$ cat config.mk
export PLATFORM = sky130hd
export DESIGN_NAME = rxsw_top
export DESIGN_NICKNAME = d
export VERILOG_FILES = /design/src/pkg/rxsw_pkg.sv /design/src/hw/rxsw_encode.sv /design/src/hw/rxsw_fifo.sv /design/src/hw/rxsw_top.sv
export SDC_FILE = /design/constraint.sdc
export NUM_CORES = 1
export LEC_CHECK = 0
export BUFFER_PORTS_ARGS = -buffer_cell sky130_fd_sc_hd__buf_2
export CORE_ASPECT_RATIO = 0.6
export CORE_UTILIZATION = 40
export DETAILED_ROUTE_END_ITERATION = 10
export PLACE_DENSITY_LB_ADDON = 0.12
export SLEW_MARGIN = 20
export SYNTH_ARGS = -nofsm -noshare
export SYNTH_HDL_FRONTEND = slang
export SYNTH_SLANG_ARGS = --single-unit
$ cat constraint.sdc
create_clock -name aclk -period 2.9 [get_ports aclk]
set_input_delay 0.29 -clock aclk [delete_from_list [all_inputs] [get_ports aclk]]
set_output_delay 0.29 -clock aclk [all_outputs]
set_load 0.05 [all_outputs]
$ cat src/pkg/rxsw_pkg.sv
// constants and field layout for the receive status word builder
package rxsw_pkg;
  // status word field positions
  localparam int unsigned BIT_FILTER_FAIL = 30;
  localparam int unsigned LEN_MSB = 29;
  localparam int unsigned LEN_LSB = 16;
  localparam int unsigned LEN_W = 14;
  localparam int unsigned BIT_ERR_SUM = 15;
  localparam int unsigned BIT_BCAST = 13;
  localparam int unsigned BIT_LEN_MISMATCH = 12;
  localparam int unsigned BIT_RUNT = 11;
  localparam int unsigned BIT_MCAST = 10;
  localparam int unsigned BIT_TOO_LONG = 7;
  localparam int unsigned BIT_LATE_COL = 6;
  localparam int unsigned BIT_FRAME_TYPE = 5;
  localparam int unsigned BIT_WATCHDOG = 4;
  localparam int unsigned BIT_MII_ERR = 3;
  localparam int unsigned BIT_DRIBBLE = 2;
  localparam int unsigned BIT_CRC_ERR = 1;
  // frame size thresholds in bytes, the type field threshold and the 10 Mbps minimum dribble bit count
  localparam logic [13:0] COLL_WINDOW_BYTES = 14'd64;
  localparam logic [13:0] MAX_FRAME_BYTES = 14'd1518;
  localparam logic [13:0] TYPE_FIELD_END_BYTES = 14'd14;
  localparam logic [13:0] WATCHDOG_BYTES = 14'd2048;
  localparam logic [15:0] TYPE_THRESHOLD = 16'd1500;
  localparam logic [2:0] MIN_DRIBBLE_10M = 3'd3;
  // status fifo depth
  localparam int unsigned SFIFO_DEPTH = 4;
  localparam int unsigned SFIFO_AW = 2;
  // register map (byte addresses)
  localparam logic [3:0] REG_CTRL = 4'h0;
  localparam logic [3:0] REG_STATUS = 4'h4;
  localparam logic [3:0] REG_RX_STATUS = 4'h8;
  localparam logic [3:0] REG_FIFO_INFO = 4'hC;
  // control and status register field positions, and bus response codes
  localparam int unsigned CTRL_PASS_BAD = 0;
  localparam int unsigned CTRL_SPEED_10M = 1;
  localparam int unsigned STAT_RX_ERR = 0;
  localparam logic [1:0] RESP_OKAY = 2'b00;
  localparam logic [1:0] RESP_SLVERR = 2'b10;
endpackage : rxsw_pkg

$ cat src/hw/rxsw_encode.sv
// combinational encoder from frame observations to the status word
`timescale 1ns/1ps
module rxsw_encode (
  // frame observations
  input wire logic [13:0] frame_bytes,
  input wire logic [15:0] len_type,
  input wire logic filter_fail,
  input wire logic dest_bcast,
  input wire logic dest_mcast,
  input wire logic late_col,
  input wire logic fcs_bad,
  input wire logic rx_er_seen,
  input wire logic [2:0] extra_bits,
  input wire logic speed_10m,
  // encoded word
  output logic [31:0] word
);
  logic runt;
  logic too_long;
  logic wdog;
  logic ftype;
  logic len_mis;
  logic dribble;
  logic crc_err;
  logic err_sum;

  // size classes
  assign runt = frame_bytes < rxsw_pkg::COLL_WINDOW_BYTES;
  assign too_long = frame_bytes > rxsw_pkg::MAX_FRAME_BYTES;
  assign wdog = frame_bytes > rxsw_pkg::WATCHDOG_BYTES;
  // type field only exists once 14 bytes arrived
  assign ftype = (len_type > rxsw_pkg::TYPE_THRESHOLD) &&
                 (frame_bytes >= rxsw_pkg::TYPE_FIELD_END_BYTES);
  // length field only checked for length-encoded frames
  assign len_mis = !ftype && (frame_bytes >= rxsw_pkg::TYPE_FIELD_END_BYTES) &&
                   ({2'b00, frame_bytes} != len_type);
  // at 10 Mbps a few stray bits are noise, not dribble
  assign dribble = !late_col && (extra_bits != 3'd0) &&
                   (!speed_10m || extra_bits >= rxsw_pkg::MIN_DRIBBLE_10M);
  assign crc_err = fcs_bad || rx_er_seen;
  assign err_sum = runt || too_long || late_col || crc_err;

  // assemble; all unnamed positions stay zero
  always_comb begin
    word = 32'h0000_0000;
    word[rxsw_pkg::BIT_FILTER_FAIL] = filter_fail;
    word[rxsw_pkg::LEN_MSB:rxsw_pkg::LEN_LSB] = frame_bytes;
    word[rxsw_pkg::BIT_ERR_SUM] = err_sum;
    word[rxsw_pkg::BIT_BCAST] = dest_bcast;
    word[rxsw_pkg::BIT_LEN_MISMATCH] = len_mis;
    word[rxsw_pkg::BIT_RUNT] = runt;
    word[rxsw_pkg::BIT_MCAST] = dest_mcast;
    word[rxsw_pkg::BIT_TOO_LONG] = too_long;
    word[rxsw_pkg::BIT_LATE_COL] = late_col;
    word[rxsw_pkg::BIT_FRAME_TYPE] = ftype;
    word[rxsw_pkg::BIT_WATCHDOG] = wdog;
    word[rxsw_pkg::BIT_MII_ERR] = rx_er_seen;
    word[rxsw_pkg::BIT_DRIBBLE] = dribble;
    word[rxsw_pkg::BIT_CRC_ERR] = crc_err;
  end
endmodule : rxsw_encode

$ cat src/hw/rxsw_fifo.sv
// small flip-flop fifo holding queued status words
`timescale 1ns/1ps
module rxsw_fifo (
  // clock and reset
  input wire logic aclk,
  input wire logic aresetn,
  input wire logic flush,
  // write side
  input wire logic wr_valid,
  output logic wr_ready,
  input wire logic [31:0] wr_data,
  // read side
  output logic rd_valid,
  input wire logic rd_ready,
  output logic [31:0] rd_data,
  output logic [rxsw_pkg::SFIFO_AW:0] count
);
  logic [31:0] mem_q [rxsw_pkg::SFIFO_DEPTH];
  logic [rxsw_pkg::SFIFO_AW-1:0] wp_q;
  logic [rxsw_pkg::SFIFO_AW-1:0] rp_q;
  logic [rxsw_pkg::SFIFO_AW:0] cnt_q;
  logic push;
  logic pop;

  assign wr_ready = cnt_q != rxsw_pkg::SFIFO_DEPTH[rxsw_pkg::SFIFO_AW:0];
  assign rd_valid = cnt_q != '0;
  assign push = wr_valid && wr_ready;
  assign pop = rd_valid && rd_ready;
  assign rd_data = mem_q[rp_q];
  assign count = cnt_q;

  // pointers and occupancy
  always_ff @(posedge aclk) begin
    if (!aresetn || flush) begin
      wp_q <= '0;
      rp_q <= '0;
      cnt_q <= '0;
    end else begin
      if (push) wp_q <= wp_q + 1'b1;
      if (pop) rp_q <= rp_q + 1'b1;
      if (push && !pop) cnt_q <= cnt_q + 1'b1;
      else if (pop && !push) cnt_q <= cnt_q - 1'b1;
    end
  end

  // storage needs no reset; reads are gated by rd_valid
  always_ff @(posedge aclk) begin
    if (push) mem_q[wp_q] <= wr_data;
  end
endmodule : rxsw_fifo

$ cat src/hw/rxsw_top.sv
// receive status word builder with status fifo and axi4-lite registers
//
// The AXI4-Lite slave port and the register offsets are this design's own decisions.
`timescale 1ns/1ps
module rxsw_top (
  // clock and reset
  input wire logic aclk,
  input wire logic aresetn,
  // frame end report from the mac interface layer
  input wire logic frame_done,
  input wire logic [13:0] frame_bytes,
  input wire logic [15:0] len_type,
  input wire logic filter_fail,
  input wire logic dest_bcast,
  input wire logic dest_mcast,
  input wire logic late_col,
  input wire logic fcs_bad,
  input wire logic rx_er_seen,
  input wire logic [2:0] extra_bits,
  // frame delivery decision toward the data fifo
  output logic frame_deliver,
  output logic frame_drop,
  // receiver error flag level
  output logic receiver_error_flag,
  // axi4-lite write address
  input wire logic [3:0] s_axi_awaddr,
  input wire logic s_axi_awvalid,
  output logic s_axi_awready,
  // axi4-lite write data
  input wire logic [31:0] s_axi_wdata,
  input wire logic [3:0] s_axi_wstrb,
  input wire logic s_axi_wvalid,
  output logic s_axi_wready,
  // axi4-lite write response
  output logic [1:0] s_axi_bresp,
  output logic s_axi_bvalid,
  input wire logic s_axi_bready,
  // axi4-lite read address
  input wire logic [3:0] s_axi_araddr,
  input wire logic s_axi_arvalid,
  output logic s_axi_arready,
  // axi4-lite read data
  output logic [31:0] s_axi_rdata,
  output logic [1:0] s_axi_rresp,
  output logic s_axi_rvalid,
  input wire logic s_axi_rready
);
  // host mac control register bits and the receiver error status bit
  logic pass_bad_frames_q;
  logic speed_10m_q;
  logic receiver_error_q;
  logic receiver_error_d;

  // encoded status and queueing decision
  logic [31:0] status_word;
  logic is_runt;
  logic queue_req;
  logic fifo_wr_ready;
  logic fifo_rd_valid;
  logic fifo_pop;
  logic [31:0] fifo_rd_data;
  logic [rxsw_pkg::SFIFO_AW:0] fifo_count;
  logic overrun;
  logic underrun;

  // write channel capture
  logic aw_held_q;
  logic [3:0] aw_addr_q;
  logic w_held_q;
  logic [31:0] w_data_q;
  logic [3:0] w_strb_q;
  logic bvalid_q;
  logic [1:0] bresp_q;
  logic do_write;
  logic [3:0] wr_addr;
  logic wr_hit_ctrl;
  logic wr_hit_stat;
  logic wr_mapped;

  // read channel
  logic rvalid_q;
  logic [31:0] rdata_q;
  logic [1:0] rresp_q;
  logic do_read;
  logic rd_mapped;
  logic [31:0] rd_mux;
  logic [31:0] ctrl_view;
  logic [31:0] stat_view;
  logic [31:0] info_view;

  // status word dribble bit depends on the 10 Mbps speed bit of the control register
  rxsw_encode u_encode (
    .frame_bytes(frame_bytes),
    .len_type(len_type),
    .filter_fail(filter_fail),
    .dest_bcast(dest_bcast),
    .dest_mcast(dest_mcast),
    .late_col(late_col),
    .fcs_bad(fcs_bad),
    .rx_er_seen(rx_er_seen),
    .extra_bits(extra_bits),
    .speed_10m(speed_10m_q),
    .word(status_word)
  );

  // runt frames are dropped unless software asks for bad frames
  assign is_runt = status_word[rxsw_pkg::BIT_RUNT];
  assign queue_req = frame_done && (!is_runt || pass_bad_frames_q);
  assign frame_deliver = queue_req;
  assign frame_drop = frame_done && !queue_req;

  // a full fifo loses the word but never stalls the receiver
  assign overrun = queue_req && !fifo_wr_ready;

  rxsw_fifo u_fifo (
    .aclk(aclk),
    .aresetn(aresetn),
    .flush(1'b0),
    .wr_valid(queue_req),
    .wr_ready(fifo_wr_ready),
    .wr_data(status_word),
    .rd_valid(fifo_rd_valid),
    .rd_ready(fifo_pop),
    .rd_data(fifo_rd_data),
    .count(fifo_count)
  );

  // write path: address and data may arrive in either order
  assign s_axi_awready = !aw_held_q && !bvalid_q;
  assign s_axi_wready = !w_held_q && !bvalid_q;
  assign s_axi_bvalid = bvalid_q;
  assign s_axi_bresp = bresp_q;
  assign do_write = aw_held_q && w_held_q && !bvalid_q;
  assign wr_addr = aw_addr_q;
  assign wr_hit_ctrl = wr_addr == rxsw_pkg::REG_CTRL;
  assign wr_hit_stat = wr_addr == rxsw_pkg::REG_STATUS;
  // status fifo port and info are read-only
  assign wr_mapped = wr_hit_ctrl || wr_hit_stat;

  // receiver error: set beats the write-one-to-clear
  assign receiver_error_d = overrun || underrun ||
      (receiver_error_q && !(do_write && wr_hit_stat && w_strb_q[0] &&
       w_data_q[rxsw_pkg::STAT_RX_ERR]));
  assign receiver_error_flag = receiver_error_q;

  // capture write address and data
  always_ff @(posedge aclk) begin
    if (!aresetn) begin
      aw_held_q <= 1'b0;
      aw_addr_q <= 4'h0;
      w_held_q <= 1'b0;
      w_data_q <= 32'h0000_0000;
      w_strb_q <= 4'h0;
    end else begin
      if (s_axi_awvalid && s_axi_awready) begin
        aw_held_q <= 1'b1;
        aw_addr_q <= {s_axi_awaddr[3:2], 2'b00};
      end else if (do_write) begin
        aw_held_q <= 1'b0;
      end
      if (s_axi_wvalid && s_axi_wready) begin
        w_held_q <= 1'b1;
        w_data_q <= s_axi_wdata;
        w_strb_q <= s_axi_wstrb;
      end else if (do_write) begin
        w_held_q <= 1'b0;
      end
    end
  end

  // write response and control register
  always_ff @(posedge aclk) begin
    if (!aresetn) begin
      bvalid_q <= 1'b0;
      bresp_q <= rxsw_pkg::RESP_OKAY;
      pass_bad_frames_q <= 1'b0;
      speed_10m_q <= 1'b0;
    end else begin
      if (do_write) begin
        bvalid_q <= 1'b1;
        bresp_q <= wr_mapped ? rxsw_pkg::RESP_OKAY : rxsw_pkg::RESP_SLVERR;
        if (wr_hit_ctrl && w_strb_q[0]) begin
          pass_bad_frames_q <= w_data_q[rxsw_pkg::CTRL_PASS_BAD];
          speed_10m_q <= w_data_q[rxsw_pkg::CTRL_SPEED_10M];
        end
      end else if (s_axi_bready) begin
        bvalid_q <= 1'b0;
      end
    end
  end

  always_ff @(posedge aclk) begin
    if (!aresetn) receiver_error_q <= 1'b0;
    else receiver_error_q <= receiver_error_d;
  end

  // read path: one read under way, answer one cycle after address
  assign s_axi_arready = !rvalid_q;
  assign do_read = s_axi_arvalid && !rvalid_q;
  assign s_axi_rvalid = rvalid_q;
  assign s_axi_rdata = rdata_q;
  assign s_axi_rresp = rresp_q;
  assign ctrl_view = {30'h0000_0000, speed_10m_q, pass_bad_frames_q};
  assign stat_view = {31'h0000_0000, receiver_error_q};
  assign info_view = {29'h0000_0000, fifo_count};
  // reading the status port pops one word; reading it empty is an underrun
  assign fifo_pop = do_read && (s_axi_araddr[3:2] == rxsw_pkg::REG_RX_STATUS[3:2]) &&
                    fifo_rd_valid;
  assign underrun = do_read && (s_axi_araddr[3:2] == rxsw_pkg::REG_RX_STATUS[3:2]) &&
                    !fifo_rd_valid;
  assign rd_mapped = 1'b1;
  assign rd_mux = (s_axi_araddr[3:2] == rxsw_pkg::REG_CTRL[3:2]) ? ctrl_view :
                  (s_axi_araddr[3:2] == rxsw_pkg::REG_STATUS[3:2]) ? stat_view :
                  (s_axi_araddr[3:2] == rxsw_pkg::REG_RX_STATUS[3:2]) ?
                  (fifo_rd_valid ? fifo_rd_data : 32'h0000_0000) : info_view;

  // read data register
  always_ff @(posedge aclk) begin
    if (!aresetn) begin
      rvalid_q <= 1'b0;
      rdata_q <= 32'h0000_0000;
      rresp_q <= rxsw_pkg::RESP_OKAY;
    end else begin
      if (do_read) begin
        rvalid_q <= 1'b1;
        rdata_q <= rd_mux;
        rresp_q <= rd_mapped ? rxsw_pkg::RESP_OKAY : rxsw_pkg::RESP_SLVERR;
      end else if (s_axi_rready) begin
        rvalid_q <= 1'b0;
      end
    end
  end
endmodule : rxsw_top

==> metrics.md, run 1 <==
| Metric | Value |
|---|---|
| Die Wd | `165.1 um` |
| Static Leakage | `0.002712 uW` |
| DR vias | `3,656` |
| Pint | `4390 uW` |
| Routed Antenna Nets | `0` |
| DRT Pass-1 Iters | `4` |
| Max Fclk | `447.8 MHz` |
| Most used flip-flop cell after synthesis | `edfxtp_1` |
| First-pass GRT wire length | `20.86 mm` |
| CTS tree | `yes` |
| Hold_buf cts | `0` |
| Setup Skew | `11.48 ps` |
| GP Congestion | `0.7688` |
| Synth warn | `0` |
| Final Net Count | `608` |
| Net Sw Power | `1414 uW` |
| IO Count | `135` |
| Slew HR | `44.13%` |
| DRC | `0` |
| Initial Util | `41.29%` |
| Worst Path Buf+Inv | `1` |
| GRT Residual Overflow | `0` |
| Async S/R FF share, synth | `0%` |
| Tot GR Track Use | `17.56%` |
| Vias in the first global route | `3,727` |
| Cells after Synth | `411` |
| Largest net degree at the start of global routing | `51` |
| Pwr Total | `5804 uW` |
| Vias/cell | `5.036` |
| Max FO, Critical Path | `8` |
| Total length of routed wires | `13.44 mm` |
| Power Density | `760.8 nW/um2` |
| Hold Vio Cnt, Final | `0` |
| Register area share after synthesis | `66.50%` |
| Post-synth EDFFs | `108` |
| Initial antenna violation count | `0` |
| Crit path DAT | `2570 ps` |
| Die Height | `99.85 um` |
| Yosys cell types | `43` |
| Crit path max-delay cell type | `dfxtp_1` |
| Startpoint class of the critical path | `register` |
| Max incr delay on CP | `490 ps` |
| Status | `finished clean` |
| Final worst path period need | `2233 ps` |
| Switching share of power | `24.36%` |
| Slew Viols, Final | `0` |
| Setup TNS | `0 ps` |
| Setup bufs post-CTS | `0` |
| Row Count | `35` |
| Final-report setup violation count | `0` |
| Clock-pin slew on the worst setup and hold paths | `60 ps` |
| Post_cts resized | `0` |
| Worst min path class | `primary input to register` |
| Max_cap viols | `0` |
| Avg Synthesized Cell Area | `15.53 um2` |
| Post-Synthesis Cell Area | `6382 um2` |
| CP Class | `register to register` |
| Non-Filler Instances | `726` |
| Crit end category | `register` |
| Req. time, crit path | `3240 ps` |
| Final period util | `77.00%` |
| Htree depth | `4` |
| CP top delay family | `adder cells` |
| RSZ-0062 raised after global routing | `no` |
| Clock Latency Late Sink | `410 ps` |
| Part of the power in combinational logic | `14.0%` |
| Clock buffer count from CTS | `17` |
| Ant. Diodes | `0` |
| Clock share of power | `38.5%` |
| Register share of total power | `47.4%` |
| Dpl cells | `695` |
| Initial drt markers | `228` |
| Core area | `15,460 um2` |
| Clk sinks | `158` |
| Max VDD drop | `291.9 uV` |
| Worst Tran Pin Value | `838.1 ps` |
| Number of synthesized register bits | `158` |
| DP HPWL | `8.679 mm` |
| Clock Tree Buf Depth | `2` |
| I/O Buffers | `90` |
| Layout cells sized above 1 | `30.40%` |
| Die ar. | `16,480 um2` |
| WHS | `104.1 ps` |
| Area Growth Syn to Fin | `19.53%` |
| CTS Root Cell | `clkbuf_16` |
| Worst path cell trace | `nor2_1 > nand2_1 > o211a_4 > ha_1 > inv_1 > fa_1 > xor2_1 > or3_1 > a21boi_0` |
| WL/cell | `18.52 um` |
## registers in the layout, indices dropped and copies added (netlist names), 2 cells and up, named ones only
| signal | flops |
|---|---|
| u_fifo.mem_q | 108 |
| u_fifo.wp_q | 2 |
| aw_addr_q | 2 |
| w_data_q | 2 |
| u_fifo.count | 3 |
| s_axi_rdata | 28 |
| u_fifo.rp_q | 2 |
## synthesized netlist by cell type (all sizes together), types with 7 or more instances
| cell | count | share of area, % |
|---|---|---|
| buf | 17 | 1.9 |
| clkbuf | 10 | 0.61 |
| xnor2 | 13 | 1.8 |
| inv | 7 | 0.41 |
| edfxtp | 108 | 51 |
| dfxtp | 50 | 16 |
| a22oi | 26 | 3.1 |
| nor2 | 14 | 0.82 |
| nand2 | 8 | 0.47 |
| and2 | 12 | 1.2 |
| mux4 | 27 | 9.5 |
| mux2i | 10 | 1.6 |
| nor2b | 38 | 3.7 |
## logic make-up (layout without fill, tap and decap cells)
family / after synthesis / after routing / share of synthesized area (%)
adders and majority gates: 6 / 6 / 1.294
AOI/OAI and AO/OA: 49 / 49 / 5.568
and+or+nand+nor: 107 / 107 / 9.979
other: 1 / 7 / 0.05876
DFF: 158 / 158 / 66.50
buffers and inverters: 34 / 140 / 2.901
muxes: 37 / 37 / 11.10
xor gates and xnor gates: 19 / 19 / 2.607
## per-stage QoR
stage / instance area [um2] / utilization, % / setup slack (ps)
6_report: 7629 / 49.35 / 667.0
5_1_grt: 7629 / 49.35 / 571.7
4_1_cts: 7629 / 49.35 / 657.3
3_5_place_dp: 7042 / 45.55 / 422.6
3_3_place_gp: 7042 / 45.55 / 510.8
2_1_floorplan: 6405 / - / 416.0
## routing by layer
layer	up-vias	wire length, um	global-route usage, %
met5	-	0	0
met1	1828	6800	25.11
met3	11	495	4.132
li1	1738	-	-
met4	0	104	6.210
met2	79	6041	26.20
## area by class of cell
class                   instances  area [um2]
inverters                       7       26.28
flip-flops and latches        158        4245
well taps                     203       254.0
repair buffers                102       540.5
multi-input cells             225        1976
clock inverters                 9       142.6
clock buffers                  22       444.2
fillers                      1361        7830
## final timing paths
check                                     from                            to  slack (ps)  depth (start not counted)
setup reg to reg  u_fifo.count[0]$_SDFFE_PN0P_  u_fifo.count[2]$_SDFFE_PN0P_         670                          9
setup / recovery  u_fifo.count[0]$_SDFFE_PN0P_  u_fifo.count[2]$_SDFFE_PN0P_         670                          9
hold reg to reg   s_axi_rdata[11]$_SDFFE_PN0P_  s_axi_rdata[11]$_SDFFE_PN0P_         520                          2
hold / removal                      dest_mcast  u_fifo.mem_q[2][7]$_DFFE_PP_         100                          1
## placed cells by master, fill, tap and decap left out, drive strengths merged, types with 8 or more instances in the layout
cell type  Yosys  routed
dfxtp         50      50
clkbuf        10      22
mux4          27      27
nor2b         38      38
and2          12      12
nor2          14      14
nand2          8       8
xnor2         13      13
buf           17     102
edfxtp       108     108
mux2i         10      10
a22oi         26      26
## power groups by stage
stage | logic [uW] | clock network (uW) | registers [uW]
5_1_grt | 890 | 2380 | 2780
6_report | 814 | 2240 | 2750
3_5_place_dp | 826 | 0 | 2800
3_3_place_gp | 814 | 0 | 2790
2_1_floorplan | 511 | 0 | 2850
4_1_cts | 828 | 2290 | 2760
Power figures use the tool's default switching activity.
==> run 2: changes to the inputs <==
Clock period 2.9 ns to 1.9 ns, I/O delays scaled along.
==> run 2 against run 1 <==
Final area grew 5.1%; global-route usage grew 1.0 points; cell count grew 3.9%; critical endpoint unchanged.
==> metrics.md, run 2 (synthesis results as in run 1) <==
| Metric | Value |
|---|---|
| Status | `finished clean` |
| Worst path cell trace | `nor3_4 > nor4b_4 > inv_2 > ha_4 > inv_2 > fa_2 > xor2_1 > or3_1 > a21boi_1` |
| Power Density | `1146 nW/um2 (+51%)` |
| Slew Viols, Final | `0 (unchanged)` |
| Place WS | `-366.2 ps (-788.8 ps)` |
| Max_cap viols | `0 (unchanged)` |
| Max Fclk | `538.2 MHz (+20%)` |
| Slew HR | `62.04% (+18 points)` |
| Commonest non-fill, non-tap cell in the layout | `edfxtp_1` |
| Worst min path class | `primary input to register` |
| Reg-to-reg critical path startpoint | `u_fifo.count[2]$_SDFFE_PN0P_` |
| Clock buffer count from CTS | `17 (unchanged)` |
| Startpoint class of the critical path | `register` |
| Area Growth Syn to Fin | `25.56%` |
| WHS | `20.07 ps (-84.02 ps)` |
| Clock Tree Buf Depth | `2 (unchanged)` |
| Pwr Total | `9182 uW (+58%)` |
| CP Class | `register to register` |
| I/O Buffers | `90 (unchanged)` |
| DR vias | `3,818 (+4.4%)` |
| Final Net Count | `635 (+4.4%)` |
| Htree depth | `4 (unchanged)` |
| Setup TNS | `0 ps (unchanged)` |
| Die Height | `99.85 um (unchanged)` |
| R2R Path End | `u_fifo.count[2]$_SDFFE_PN0P_` |
| CP top delay family | `simple AND/OR/NAND/NOR gates` |
| Max reg flops | `108 (unchanged)` |
| Initial drt markers | `256 (+12%)` |
| Max VDD drop | `643.6 uV (+120%)` |
| Most frequent cells in the layout | `edfxtp_1, buf_2, dfxtp_1` |
| Ant. Diodes | `0 (unchanged)` |
| Crit path capture | `u_fifo.count[2]$_SDFFE_PN0P_` |
| Setup Skew | `10.44 ps (-1.040 ps)` |
| Largest net degree at the start of global routing | `51 (unchanged)` |
| CTS Root Cell | `clkbuf_16` |
| Max incr delay on CP | `340 ps (-150 ps)` |
| Die Wd | `165.1 um (unchanged)` |
| Crit-path most repeated cell | `inv_2` |
| Row Count | `35 (unchanged)` |
| Number of stages on the worst setup path | `9 (unchanged)` |
| Worst Path Buf+Inv | `2 (+1)` |
| Vias in the first global route | `3,778 (+1.4%)` |
| Req. time, crit path | `2240 ps (-1000 ps)` |
| Vias/cell | `5.064 (+0.55%)` |
| Die ar. | `16,480 um2 (unchanged)` |
| Core area | `15,460 um2 (unchanged)` |
| RSZ-0062 raised after global routing | `yes` |
| DRT Pass-1 Iters | `6 (+2)` |
| Largest reg by FF count | `u_fifo.mem_q` |
| Crit path DAT | `2200 ps (-370 ps)` |
| Final period util | `97.78% (+21 points)` |
| WL/cell | `18.75 um (+1.3%)` |
| Crit path launch | `u_fifo.count[2]$_SDFFE_PN0P_` |
| Final Util | `51.84% (+2.5 points)` |
| Clock Latency Late Sink | `420 ps (about the same)` |
| Layout cells sized above 1 | `36.84% (+6.4 points)` |
| IO Count | `135 (unchanged)` |
| Depth of the most critical reg-to-reg path | `9 (unchanged)` |
| Worst setup margin | `42.10 ps (-624.9 ps)` |
| Crit path max-delay cell type | `dfxtp_2` |
| Tot GR Track Use | `18.60% (+1.0 points)` |
| Final worst path period need | `1858 ps (-375.1 ps)` |
| Routed Antenna Nets | `0 (unchanged)` |
| DRC | `0 (unchanged)` |
| DP HPWL | `9.413 mm (+8.5%)` |
| Worst R2R Setup Slack | `40 ps (-620 ps)` |
| Static Leakage | `0.002885 uW (+6.4%)` |
| Clk sinks | `158 (unchanged)` |
| Fill cells | `1,332 (-2.1%)` |
| Max FO, Critical Path | `2 (-6)` |
| Initial Util | `41.29% (unchanged)` |
| Worst Tran Pin Value | `561.4 ps (-276.7 ps)` |
| Clock-pin slew on the worst setup and hold paths | `70 ps (about the same)` |
| Total length of routed wires | `14.14 mm (+5.2%)` |
| Hold Vio Cnt, Final | `0 (unchanged)` |
| First-pass GRT wire length | `22.14 mm (+6.1%)` |
| CTS tree | `yes` |
| Initial antenna violation count | `0 (unchanged)` |
| Crit end category | `register` |
| Final-report setup violation count | `0 (unchanged)` |
| GP Congestion | `0.7797 (+1.4%)` |
| GRT Residual Overflow | `0 (unchanged)` |
-- run 2: changes by cell type in the layout (fill, tap and decap cells not counted), sizes merged --
cell / previous run / this run
clkbuf: 22 / 18
inv: 7 / 12
dlygate4sd3: 0 / 4
clkinv: 5 / 4
bufinv: 4 / 3
buf: 102 / 125
clkinvlp: 0 / 2
-- run 2: timing repair --
action,in CTS,in global routing
hold buffers,4,0
setup buffers,1,0
hold endpoints to repair,16,0
pin swaps,2,1
setup endpoints to repair,1,4
resized for setup,5,4
-- run 2: where the power goes --
group,switching (uW),internal (uW)
Clock,1400,2100
Combinational,853,652
Sequential,130,4050
-- run 2: through the flow --
stage                     cells  instance area [um2]
after detailed placement    717                 7328
after global placement      717                 7328
after CTS                   754                 8000
after global routing        754                 8014
after floorplan             417                 6447
final                       754                 8014
-- run 2: final cells by class --
cell class / count / area, um2 / area share, %
flip-flops and latches: 158 / 4255 / 53.10
multi-input cells: 225 / 2022 / 25.23
repair buffers: 129 / 844.6 / 10.54
clock buffers: 18 / 429.2 / 5.355
well taps: 203 / 254.0 / 3.169
clock inverters: 14 / 182.7 / 2.279
inverters: 7 / 26.28 / 0.3279
-- run 2: worst min path at each step --
stage                       startpoint                            end  slack (ps)  depth (start not counted)
final                     s_axi_rready      s_axi_rvalid$_SDFFE_PN0P_          20                          3
after detailed placement   filter_fail  u_fifo.mem_q[2][26]$_DFFE_PP_         420                          1
after CTS                 s_axi_rready      s_axi_rvalid$_SDFFE_PN0P_           5                          3
after global placement      dest_mcast   u_fifo.mem_q[2][7]$_DFFE_PP_         410                          1
after floorplan             dest_bcast  u_fifo.mem_q[0][10]$_DFFE_PP_         290                          0
after global routing      s_axi_rready      s_axi_rvalid$_SDFFE_PN0P_          10                          3
-- run 2: per-layer routing --
layer  GRT usage [%]  share of wire [%]  vias up
met5               0                  0        -
met2           26.33                 42       83
met1           28.64                 53     1933
met3           4.504                4.3        7
li1                -                  -     1795
met4           4.234               0.69        0
-- run 2: tightest hold or removal path, delay by kind of cell --
| kind | cells | cell delay [ps] |
|---|---|---|
| AO/OA/AOI/OAI | 1 | 90 |
| buffers and inverters | 1 | 70 |
| AND/OR/NAND/NOR | 1 | 40 |
